**src/inc/prom_loader_defs.svh**
```systemverilog
// Constants for the configuration memory readout block
`ifndef PROM_LOADER_DEFS_SVH
`define PROM_LOADER_DEFS_SVH

// APB register byte addresses
`define CTRL_OFFSET 8'h00
`define LOAD_ADDR_OFFSET 8'h04
`define LOAD_DATA_OFFSET 8'h08
`define STATUS_OFFSET 8'h0C

// Control field positions
`define CTRL_START_BIT 0
`define CTRL_REV_LSB 1
`define CTRL_REV_MSB 2
`define CTRL_BYTE_WIDE_BIT 3
`define CTRL_DECOMP_BIT 4
`define CTRL_REV_EN_BIT 5

// Memory shape
`define MEM_DEPTH 256
`define TERMINAL_COUNT 8'hFF
`define BANK_OFFSET_ZERO 6'h00
`define BANK_OFFSET_TOP 6'h3F
`define LAST_BIT 3'h7

// Trigger pulse timing
`define PULSE_MIN_NS 300
`define PULSE_MAX_NS 500
`define CLK_PERIOD_NS 25
`define SYNC_SETTLE 2'h3
`define PULSE_CYCLES ((`PULSE_MIN_NS + `PULSE_MAX_NS) / (2 * `CLK_PERIOD_NS))

`endif

```
**src/inc/prom_loader_pkg.sv**
```systemverilog
// Types shared by the configuration memory readout block
package prom_loader_pkg;

  typedef struct packed {
    logic rev_en;
    logic decompress;
    logic byte_wide;
    logic [1:0] rev;
  } ctrl_t;

  typedef struct packed {
    logic [1:0] revision_select_pins;
    logic external_revision_enable;
    logic config_trigger_in;
    logic busy;
    logic oe_reset_n;
    logic ce_n;
    logic config_clock;
  } pins_t;

  typedef enum logic [1:0] {TRIG_IDLE, TRIG_SAMPLE, TRIG_PULSE} trig_state_t;

endpackage

```
**src/rtl/pin_sync.sv**
```systemverilog
// Two-flop synchroniser for a group of asynchronous inputs
`timescale 1ns/1ps
`default_nettype none
module pin_sync #(
  parameter int WIDTH = 8
) (
  // Clock and reset
  input wire logic pclk,
  input wire logic presetn,
  // Data
  input wire logic [WIDTH-1:0] async_in,
  output logic [WIDTH-1:0] sync_out
);

  logic [WIDTH-1:0] meta;

  // First stage feeds only the second stage
  always_ff @(posedge pclk or negedge presetn) begin
    if (!presetn) begin
      meta <= '0;
      sync_out <= '0;
    end else begin
      meta <= async_in;
      sync_out <= meta;
    end
  end

endmodule
`default_nettype wire

```
**src/rtl/prom_loader.sv**
```systemverilog
// Configuration memory readout: cascade, address counter and trigger pulse
`timescale 1ns/1ps
`default_nettype none
`include "prom_loader_defs.svh"
module prom_loader #(
  parameter bit SERIAL_ONLY = 1'b0
) (
  // Clock and reset
  input wire logic pclk,
  input wire logic presetn,
  // APB slave
  input wire logic psel,
  input wire logic penable,
  input wire logic pwrite,
  input wire logic [7:0] paddr,
  input wire logic [31:0] pwdata,
  output logic [31:0] prdata,
  output logic pready,
  output logic pslverr,
  // Target configuration port
  input wire logic config_clock,
  input wire logic busy,
  output logic [7:0] data_out,
  output logic data_oe,
  output logic forwarded_clock,
  output logic forwarded_clock_oe,
  // Cascade and reset pins
  input wire logic ce_n,
  input wire logic oe_reset_n,
  output logic chain_enable_out_n,
  // Trigger line, drawn as three signals
  input wire logic config_trigger_in,
  output logic config_trigger_out,
  output logic config_trigger_oe,
  // Revision selection pins
  input wire logic external_revision_enable,
  input wire logic [1:0] revision_select_pins
);

  prom_loader_pkg::pins_t raw_pins;
  prom_loader_pkg::pins_t pins;
  prom_loader_pkg::ctrl_t ctrl;
  prom_loader_pkg::trig_state_t trig_state;
  logic [7:0] mem [`MEM_DEPTH];
  logic [7:0] load_addr;
  logic [7:0] addr;
  logic [2:0] bit_idx;
  logic done;
  logic [1:0] rev_captured;
  logic [4:0] pulse_cnt;
  logic clk_prev;
  logic trig_prev;
  logic start_req;
  logic active;
  logic clk_rise;
  logic trig_rise;
  logic hold;
  logic byte_last;
  logic [1:0] rev_now;
  logic [7:0] bank_start;
  logic [7:0] bank_end;
  logic apb_access;
  logic apb_setup;
  logic [1:0] settle;

  assign raw_pins = '{revision_select_pins: revision_select_pins,
                      external_revision_enable: external_revision_enable,
                      config_trigger_in: config_trigger_in, busy: busy,
                      oe_reset_n: oe_reset_n, ce_n: ce_n, config_clock: config_clock};

  pin_sync #(.WIDTH($bits(prom_loader_pkg::pins_t))) u_sync (
    .pclk(pclk),
    .presetn(presetn),
    .async_in(raw_pins),
    .sync_out(pins)
  );

  assign active = pins.oe_reset_n && !pins.ce_n;
  assign clk_rise = pins.config_clock && !clk_prev;
  // Synchroniser resets low but the idle line is high: mask that false edge
  assign trig_rise = pins.config_trigger_in && !trig_prev && !SERIAL_ONLY && settle == `SYNC_SETTLE;
  // Busy is ignored in serial or decompressed streams
  assign hold = pins.busy && ctrl.byte_wide && !ctrl.decompress && !SERIAL_ONLY;
  assign byte_last = ctrl.byte_wide || (bit_idx == `LAST_BIT);
  assign rev_now = pins.external_revision_enable ? pins.revision_select_pins : ctrl.rev;
  assign bank_start = ctrl.rev_en ? {rev_captured, `BANK_OFFSET_ZERO} : 8'h00;
  assign bank_end = ctrl.rev_en ? {rev_captured, `BANK_OFFSET_TOP} : `TERMINAL_COUNT;
  assign apb_setup = psel && !penable;
  assign apb_access = psel && penable && pready;

  // Edge history of the synchronised link lines
  always_ff @(posedge pclk or negedge presetn) begin
    if (!presetn) begin
      clk_prev <= 1'b0;
      trig_prev <= 1'b0;
    end else begin
      clk_prev <= pins.config_clock;
      trig_prev <= pins.config_trigger_in;
    end
  end

  // Trigger edges count only once the synchroniser holds real pin levels
  always_ff @(posedge pclk or negedge presetn) begin
    if (!presetn) begin
      settle <= 2'h0;
    end else if (settle != `SYNC_SETTLE) begin
      settle <= settle + 2'h1;
    end
  end

  // APB answers one cycle after setup, so every answer comes from a flop
  always_ff @(posedge pclk or negedge presetn) begin
    if (!presetn) begin
      pready <= 1'b0;
      pslverr <= 1'b0;
      prdata <= 32'h0;
    end else begin
      pready <= apb_setup;
      pslverr <= 1'b0;
      prdata <= 32'h0;
      if (apb_setup) begin
        if (paddr == `CTRL_OFFSET) begin
          prdata <= {26'h0, ctrl.rev_en, ctrl.decompress, ctrl.byte_wide, ctrl.rev, start_req};
        end else if (paddr == `LOAD_ADDR_OFFSET) begin
          prdata <= {24'h0, load_addr};
        end else if (paddr == `LOAD_DATA_OFFSET) begin
          prdata <= {24'h0, mem[load_addr]};
        end else if (paddr == `STATUS_OFFSET) begin
          prdata <= {19'h0, !chain_enable_out_n, trig_state != prom_loader_pkg::TRIG_IDLE,
                     done, rev_captured, addr};
        end else begin
          pslverr <= 1'b1;
        end
      end
    end
  end

  // Control register; the start bit stands until the trigger machine takes it
  always_ff @(posedge pclk or negedge presetn) begin
    if (!presetn) begin
      ctrl <= '0;
      start_req <= 1'b0;
    end else begin
      if (trig_state == prom_loader_pkg::TRIG_IDLE) begin
        start_req <= 1'b0;
      end
      if (apb_access && pwrite && paddr == `CTRL_OFFSET) begin
        ctrl.rev <= pwdata[`CTRL_REV_MSB:`CTRL_REV_LSB];
        ctrl.byte_wide <= pwdata[`CTRL_BYTE_WIDE_BIT];
        ctrl.decompress <= pwdata[`CTRL_DECOMP_BIT];
        ctrl.rev_en <= pwdata[`CTRL_REV_EN_BIT];
        if (pwdata[`CTRL_START_BIT] && trig_state == prom_loader_pkg::TRIG_IDLE) begin
          start_req <= 1'b1;
        end
      end
    end
  end

  // Image loading port; the pointer walks so a bitstream streams in byte by byte
  always_ff @(posedge pclk or negedge presetn) begin
    if (!presetn) begin
      load_addr <= 8'h00;
    end else if (apb_access && pwrite && paddr == `LOAD_ADDR_OFFSET) begin
      load_addr <= pwdata[7:0];
    end else if (apb_access && pwrite && paddr == `LOAD_DATA_OFFSET) begin
      load_addr <= load_addr + 8'h01;
    end
  end

  // Storage has no reset so it maps onto plain RAM
  always_ff @(posedge pclk) begin
    if (apb_access && pwrite && paddr == `LOAD_DATA_OFFSET) begin
      mem[load_addr] <= pwdata[7:0];
    end
  end

  // Trigger machine: sample the revision, then one counted low pulse
  always_ff @(posedge pclk or negedge presetn) begin
    if (!presetn) begin
      trig_state <= prom_loader_pkg::TRIG_IDLE;
      pulse_cnt <= 5'h00;
      rev_captured <= 2'h0;
    end else begin
      case (trig_state)
        prom_loader_pkg::TRIG_IDLE: begin
          pulse_cnt <= 5'h00;
          if (start_req) begin
            trig_state <= prom_loader_pkg::TRIG_SAMPLE;
          end else if (trig_rise) begin
            rev_captured <= rev_now;
          end
        end
        prom_loader_pkg::TRIG_SAMPLE: begin
          rev_captured <= rev_now;
          trig_state <= prom_loader_pkg::TRIG_PULSE;
        end
        prom_loader_pkg::TRIG_PULSE: begin
          pulse_cnt <= pulse_cnt + 5'h01;
          if (pulse_cnt == 5'(`PULSE_CYCLES - 1)) begin
            trig_state <= prom_loader_pkg::TRIG_IDLE;
          end
        end
        default: begin
          trig_state <= prom_loader_pkg::TRIG_IDLE;
        end
      endcase
    end
  end

  // Pin drive; the revision variant releases the line so outside pulses are seen
  always_ff @(posedge pclk or negedge presetn) begin
    if (!presetn) begin
      config_trigger_out <= 1'b1;
      config_trigger_oe <= SERIAL_ONLY;
    end else begin
      config_trigger_out <= trig_state != prom_loader_pkg::TRIG_PULSE;
      config_trigger_oe <= SERIAL_ONLY || trig_state == prom_loader_pkg::TRIG_PULSE;
    end
  end

  // Address counter and cascade hand-over
  always_ff @(posedge pclk or negedge presetn) begin
    if (!presetn) begin
      addr <= 8'h00;
      bit_idx <= 3'h0;
      done <= 1'b0;
    end else if (!active || trig_rise) begin
      addr <= bank_start;
      bit_idx <= 3'h0;
      done <= 1'b0;
    end else if (clk_rise && !done && !hold) begin
      bit_idx <= ctrl.byte_wide ? 3'h0 : bit_idx + 3'h1;
      if (byte_last) begin
        if (addr == bank_end) begin
          done <= 1'b1;
        end else begin
          addr <= addr + 8'h01;
        end
      end
    end
  end

  // Outputs all registered; data follows the address one cycle later
  always_ff @(posedge pclk or negedge presetn) begin
    if (!presetn) begin
      data_out <= 8'h00;
      data_oe <= 1'b0;
      chain_enable_out_n <= 1'b1;
      forwarded_clock <= 1'b0;
      forwarded_clock_oe <= 1'b0;
    end else begin
      data_out <= ctrl.byte_wide ? mem[addr] : {7'h00, mem[addr][3'(`LAST_BIT - bit_idx)]};
      data_oe <= active && !done;
      chain_enable_out_n <= !(active && done && bank_end == `TERMINAL_COUNT);
      forwarded_clock <= pins.config_clock;
      forwarded_clock_oe <= active && !done && !SERIAL_ONLY;
    end
  end

  // Helper: length of the driven low time
  logic [4:0] low_len;
  always_ff @(posedge pclk or negedge presetn) begin
    if (!presetn) begin
      low_len <= 5'h00;
    end else if (config_trigger_oe && !config_trigger_out) begin
      low_len <= low_len + 5'h01;
    end else begin
      low_len <= 5'h00;
    end
  end

  pulse_width_a: assert property (@(posedge pclk) disable iff (!presetn)
    $rose(config_trigger_out) |-> low_len == 5'(`PULSE_CYCLES))
    else $error("trigger pulse length wrong");

  sample_first_a: assert property (@(posedge pclk) disable iff (!presetn)
    $fell(config_trigger_out) |-> $past(trig_state, 2) == prom_loader_pkg::TRIG_SAMPLE)
    else $error("trigger pulse not preceded by revision sample");

  rev_capture_a: assert property (@(posedge pclk) disable iff (!presetn)
    trig_state == prom_loader_pkg::TRIG_SAMPLE |=> rev_captured == $past(rev_now))
    else $error("revision not captured");

  disabled_out_a: assert property (@(posedge pclk) disable iff (!presetn)
    !active ##1 !active |-> chain_enable_out_n && !data_oe && addr == bank_start)
    else $error("disabled outputs wrong");

  enable_data_a: assert property (@(posedge pclk) disable iff (!presetn)
    active && !done |=> data_oe)
    else $error("data not enabled");

  terminal_chain_a: assert property (@(posedge pclk) disable iff (!presetn)
    active && done && bank_end == `TERMINAL_COUNT |=> !chain_enable_out_n && !data_oe)
    else $error("terminal count hand-over wrong");

  busy_hold_a: assert property (@(posedge pclk) disable iff (!presetn)
    active && hold && !trig_rise |=> $stable(addr) && $stable(bit_idx))
    else $error("address moved while busy");

  advance_a: assert property (@(posedge pclk) disable iff (!presetn)
    active && !trig_rise && clk_rise && !done && !hold && byte_last && addr != bank_end
    |=> addr == $past(addr) + 8'h01)
    else $error("address did not advance");

  once_only_a: assert property (@(posedge pclk) disable iff (!presetn)
    $rose(config_trigger_out) |-> ##1 config_trigger_out [*2])
    else $error("trigger pulsed twice back to back");

endmodule
`default_nettype wire

```
**config.mk**
```make
export PLATFORM = sky130hd
export DESIGN_NAME = prom_loader
export DESIGN_NICKNAME = d
export VERILOG_FILES = /design/src/inc/prom_loader_pkg.sv /design/src/rtl/pin_sync.sv /design/src/rtl/prom_loader.sv
export VERILOG_INCLUDE_DIRS = /design/src /design/src/inc
export SDC_FILE = /design/constraint.sdc
export NUM_CORES = 2
export LEC_CHECK = 0
export BUFFER_PORTS_ARGS = -buffer_cell sky130_fd_sc_hd__buf_2
export CORE_ASPECT_RATIO = 0.75
export CORE_MARGIN = 1
export CORE_UTILIZATION = 45
export CTS_CLUSTER_DIAMETER = 60
export CTS_CLUSTER_SIZE = 12
export DETAILED_ROUTE_END_ITERATION = 12
export REMOVE_ABC_BUFFERS = 1
export SKIP_LAST_GASP = 1
export SLEW_MARGIN = 20
export SYNTH_ARGS = -nofsm -noshare
export SYNTH_HDL_FRONTEND = slang
export SYNTH_HIERARCHICAL = 1
export SYNTH_SLANG_ARGS = --single-unit
```
**constraint.sdc**
```tcl
create_clock -name pclk -period 11.2 [get_ports pclk]
set_clock_uncertainty 0.2 [all_clocks]
set_input_delay 1.68 -clock pclk [delete_from_list [all_inputs] [get_ports pclk]]
set_output_delay 1.68 -clock pclk [all_outputs]
set_load 0.1 [all_outputs]
```
==> flow_summary_export.csv <==
group,metric,value,unit
sta,max_freq,0.164,GHz
setup_path,cp.required,11.67,ns
drt,drtAntennaViolNets,0,
pwr,max_ir_drop_vdd,0.000121,V
layout,finish.instance_area,108000,µm²
layout,number_of_nets_in_the_final_layout,5147,
job,maxCapViolCount,0,
layout,multi_input_combinational_cell_area,33800,µm²
layout,final_common_cell,"sky130_fd_sc_hd__edfxtp_1",
sta,layout_worst_path_cycle_share,54.3,%
setup_path,worst_reg2reg_path_endpoint,"prdata[4]$_DFF_PN0_",
cts,worst_skew_late_latency,0.88,ns
layout,most-common-layout-cells,"sky130_fd_sc_hd__edfxtp_1 (2048), sky130_fd_sc_hd__mux4_2 (1083), sky130_fd_sc_hd__nor2_1 (327), sky130_fd_sc_hd__clkbuf_16 (207), sky130_fd_sc_hd__mux2i_1 (204)",
sta,drv_slew,0,
grt,global_route.overflow_total,0,
grt,grt_first_pass_wirelength,462000,µm
grt,first_global_vias,55386,
setup_path,timing.reg2reg.setup_slack,5.12,ns
sta,worst_tran_pin_value,1.40,ns
synth,synthesized_cell_area,99400,µm²
synth,synth.top_cell.area_share,61.8,%
synth,synth_area_leader_cell,"sky130_fd_sc_hd__edfxtp_1",
placed_design,placedInstanceArea,103000,µm²
drt,drt-pass1-iter-count,8,
pwr,power_switching_share,20.9,%
run_status,status,"finished clean",
floorplan,die_y,409,µm
drt,drc,0,
cts,cts_tree,"yes",
synth,async_reset_ff_share,3.85,%
sta,maxSlewHeadroom,4.54,%
floorplan,die_width,545,µm
grt,globalRouteTotalUtil,30.2,%
setup_path,start_kind,"flip-flop",
pwr,power.combinational.fraction,2.3,%
pwr,internal-power,12.2,mW
sta,rsz0062_at_grt,"false",
cts,max-clock-path-buffers,4,
sta,hold_viol_final,0,
setup_path,worstSetupStartpoint,"load_addr[0]$_DFFE_PN0P_",
synth,syn-mean-instance-area,19.5,µm²
pwr,pwr_density_cell,142,nW/µm²
pwr,sw_power,3.22,mW
drt,route.vias.total,57243,
synth,synth_seq_cells,2130,
cts,hold_buffers,0,
setup_path,regToRegStartpoint,"load_addr[0]$_DFFE_PN0P_",
drt,avgRoutedWirePerCell,41.5,µm
setup_path,cp_data_arrival_time,6.55,ns
hold_path,min_path_type,"reg2reg",
synth,synth_cells,5090,
setup_path,worstSetupEndpointType,"flip-flop",
setup_path,cp_max_fo,90,
setup_path,r2r_cells,9,
floorplan,std_cell_rows,149,
setup_path,setup.worst_path.end,"prdata[4]$_DFF_PN0_",
pwr,power.share.clock,40.9,%
cts,clock_transition_at_the_registers_of_the_reported_paths,0.06,ns
setup_path,timing_worst_setup_path_type,"reg2reg",
drt,drt-vias-per-instance,7.07,
grt,antenna_found_initial,20,
placed_design,gp_routability_congestion,0.970,
cts,cts.sink_count,2130,
floorplan,full_die_area,223000,µm²
grt,maximum_number_of_pins_on_one_net_before_global_route_repair,148,
cts,cts.htree.levels,4,
placed_design,post-dp-hpwl,211000,µm
synth,synth.area.top_cells,"sky130_fd_sc_hd__edfxtp_1 (62%), sky130_fd_sc_hd__mux4_2 (25%), sky130_fd_sc_hd__mux2i_1 (2.1%)",
cts,cts_root_buffer,"sky130_fd_sc_hd__clkbuf_16",
synth,main_synth_ff_type,"sky130_fd_sc_hd__edfxtp_1",
cts,cts_buffers,204,
placed_design,portBuffers,57,
synth,synthDistinctLibCells,74,
pwr,relative_contribution_of_sequential_cells_to_total_power,56.8,%
synth,synth-edff-count,2048,
sta,final_total_negative_setup_slack,0,ns
cts,cts_setup_buffers,0,
drt,drt_wl_total,336000,µm
layout,fillerInstances,17779,
drt,dr_iter_0_viols,9114,
floorplan,start_util,45.2,%
pwr,static-leakage-power,32.1,nW
layout,synthToLayoutAreaGrowth,8.91,%
synth,yosysWarningCount,6,
layout,drive_above_1_share,31.5,%
synth,seq_area_frac_synth,63.9,%
cts,post_cts_resized,0,
sta,finalSetupViolCount,0,
layout,final-seq-area,63600,µm²
floorplan,core_area,220000,µm²
sta,post-route-min-period,6.08,ns
floorplan,boundaryPins,101,
through the flow:
step	power (mW)	std cells	setup slack [ns]	utilization [%]	hold WS, ns
6_report	15.4	8096	5.12	49.3	0.151
5_1_grt	15.7	8090	5.07	49.3	0.146
4_1_cts	15.4	8087	5.30	49.2	0.153
3_5_place_dp	9.26	7820	5.00	46.7	0.136
3_3_place_gp	9.25	7819	4.98	46.7	0.134
2_1_floorplan	9.15	4678	-12.90	-	0.131
Yosys cell counts (all sizes together), types with 51 or more instances:
cell    count
dfrtp      80
mux4     1083
mux2       51
edfxtp   2048
nor2      345
o21ai      71
mux2i     204
nand2     135
nand3      52
a21oi      87
buf       240
a22oi      92
clkbuf    190
sequential cells by signal, indices dropped and copies added, names as in the netlist, 2 cells and up, named ones only:
register,cells
u_sync/sync_out,8
data_out,8
addr,8
ctrl,5
rev_captured,2
prdata,13
u_sync/meta,8
settle,2
pulse_cnt,5
mem,2048
load_addr,8
trig_state,2
bit_idx,3
worst max-delay path, cell delays in order, from the launching register on:
cell	delay, ns
sky130_fd_sc_hd__dfrtp_4	0.85
sky130_fd_sc_hd__buf_12	0.59
sky130_fd_sc_hd__buf_4	0.78
sky130_fd_sc_hd__mux4_2	0.63
sky130_fd_sc_hd__mux4_2	0.60
sky130_fd_sc_hd__a22o_1	0.35
sky130_fd_sc_hd__a221oi_1	0.48
sky130_fd_sc_hd__nand4_1	0.15
sky130_fd_sc_hd__a221oi_1	0.67
sky130_fd_sc_hd__a2111oi_0	0.27
area by class of cell:
type	count	share of cell area (%)
Clock inverter	6	0.0716
Tap cell	2944	3.40
Antenna cell	7	0.0162
Clock buffer	261	4.98
Multi-Input combinational cell	2531	31.2
Inverter	17	0.0635
Timing Repair Buffer	200	1.54
Sequential cell	2130	58.7
kinds of logic after synthesis:
logic type / after synthesis / share of synthesized area, %
fa+ha+maj: 10 / 0.126
mux: 1338 / 27.2
xor+xnor: 9 / 0.0793
flops: 2130 / 63.9
other cells: 1 / 0.00377
buf+inv: 447 / 2.32
compound gates: 494 / 3.51
simple gates: 661 / 2.89
routing by layer:
layer / vias up / GRT usage [%] / part of all wire, %
met2: 3972 / 42.0 / 42
li1: 21712 / - / -
met5: - / 0 / 0.032
met1: 30929 / 43.9 / 39
met4: 14 / 9.87 / 3.9
met3: 616 / 11.0 / 14
power groups by stage:
stage,sequential [mW],clock (mW),combinational [mW]
finish,8.74,6.28,0.359
global route,8.73,6.59,0.373
CTS,8.74,6.32,0.352
detailed placement,8.91,0,0.353
global placement,8.91,0,0.345
floorplan,8.93,0,0.212
how the worst min path moves through the flow:
stage / slack (ns) / endpoint / cells after the start / from
2_1_floorplan: 0.13 / u_sync/sync_out[0]$_DFF_PN0_ / 0 / u_sync/meta[0]$_DFF_PN0_
3_3_place_gp: 0.13 / u_sync/sync_out[7]$_DFF_PN0_ / 0 / u_sync/meta[7]$_DFF_PN0_
3_5_place_dp: 0.14 / u_sync/sync_out[7]$_DFF_PN0_ / 0 / u_sync/meta[7]$_DFF_PN0_
4_1_cts: 0.15 / u_sync/sync_out[4]$_DFF_PN0_ / 0 / u_sync/meta[4]$_DFF_PN0_
5_1_grt: 0.15 / u_sync/sync_out[1]$_DFF_PN0_ / 0 / u_sync/meta[1]$_DFF_PN0_
6_report: 0.15 / u_sync/sync_out[4]$_DFF_PN0_ / 0 / u_sync/meta[4]$_DFF_PN0_
Power figures use the tool's default switching activity.
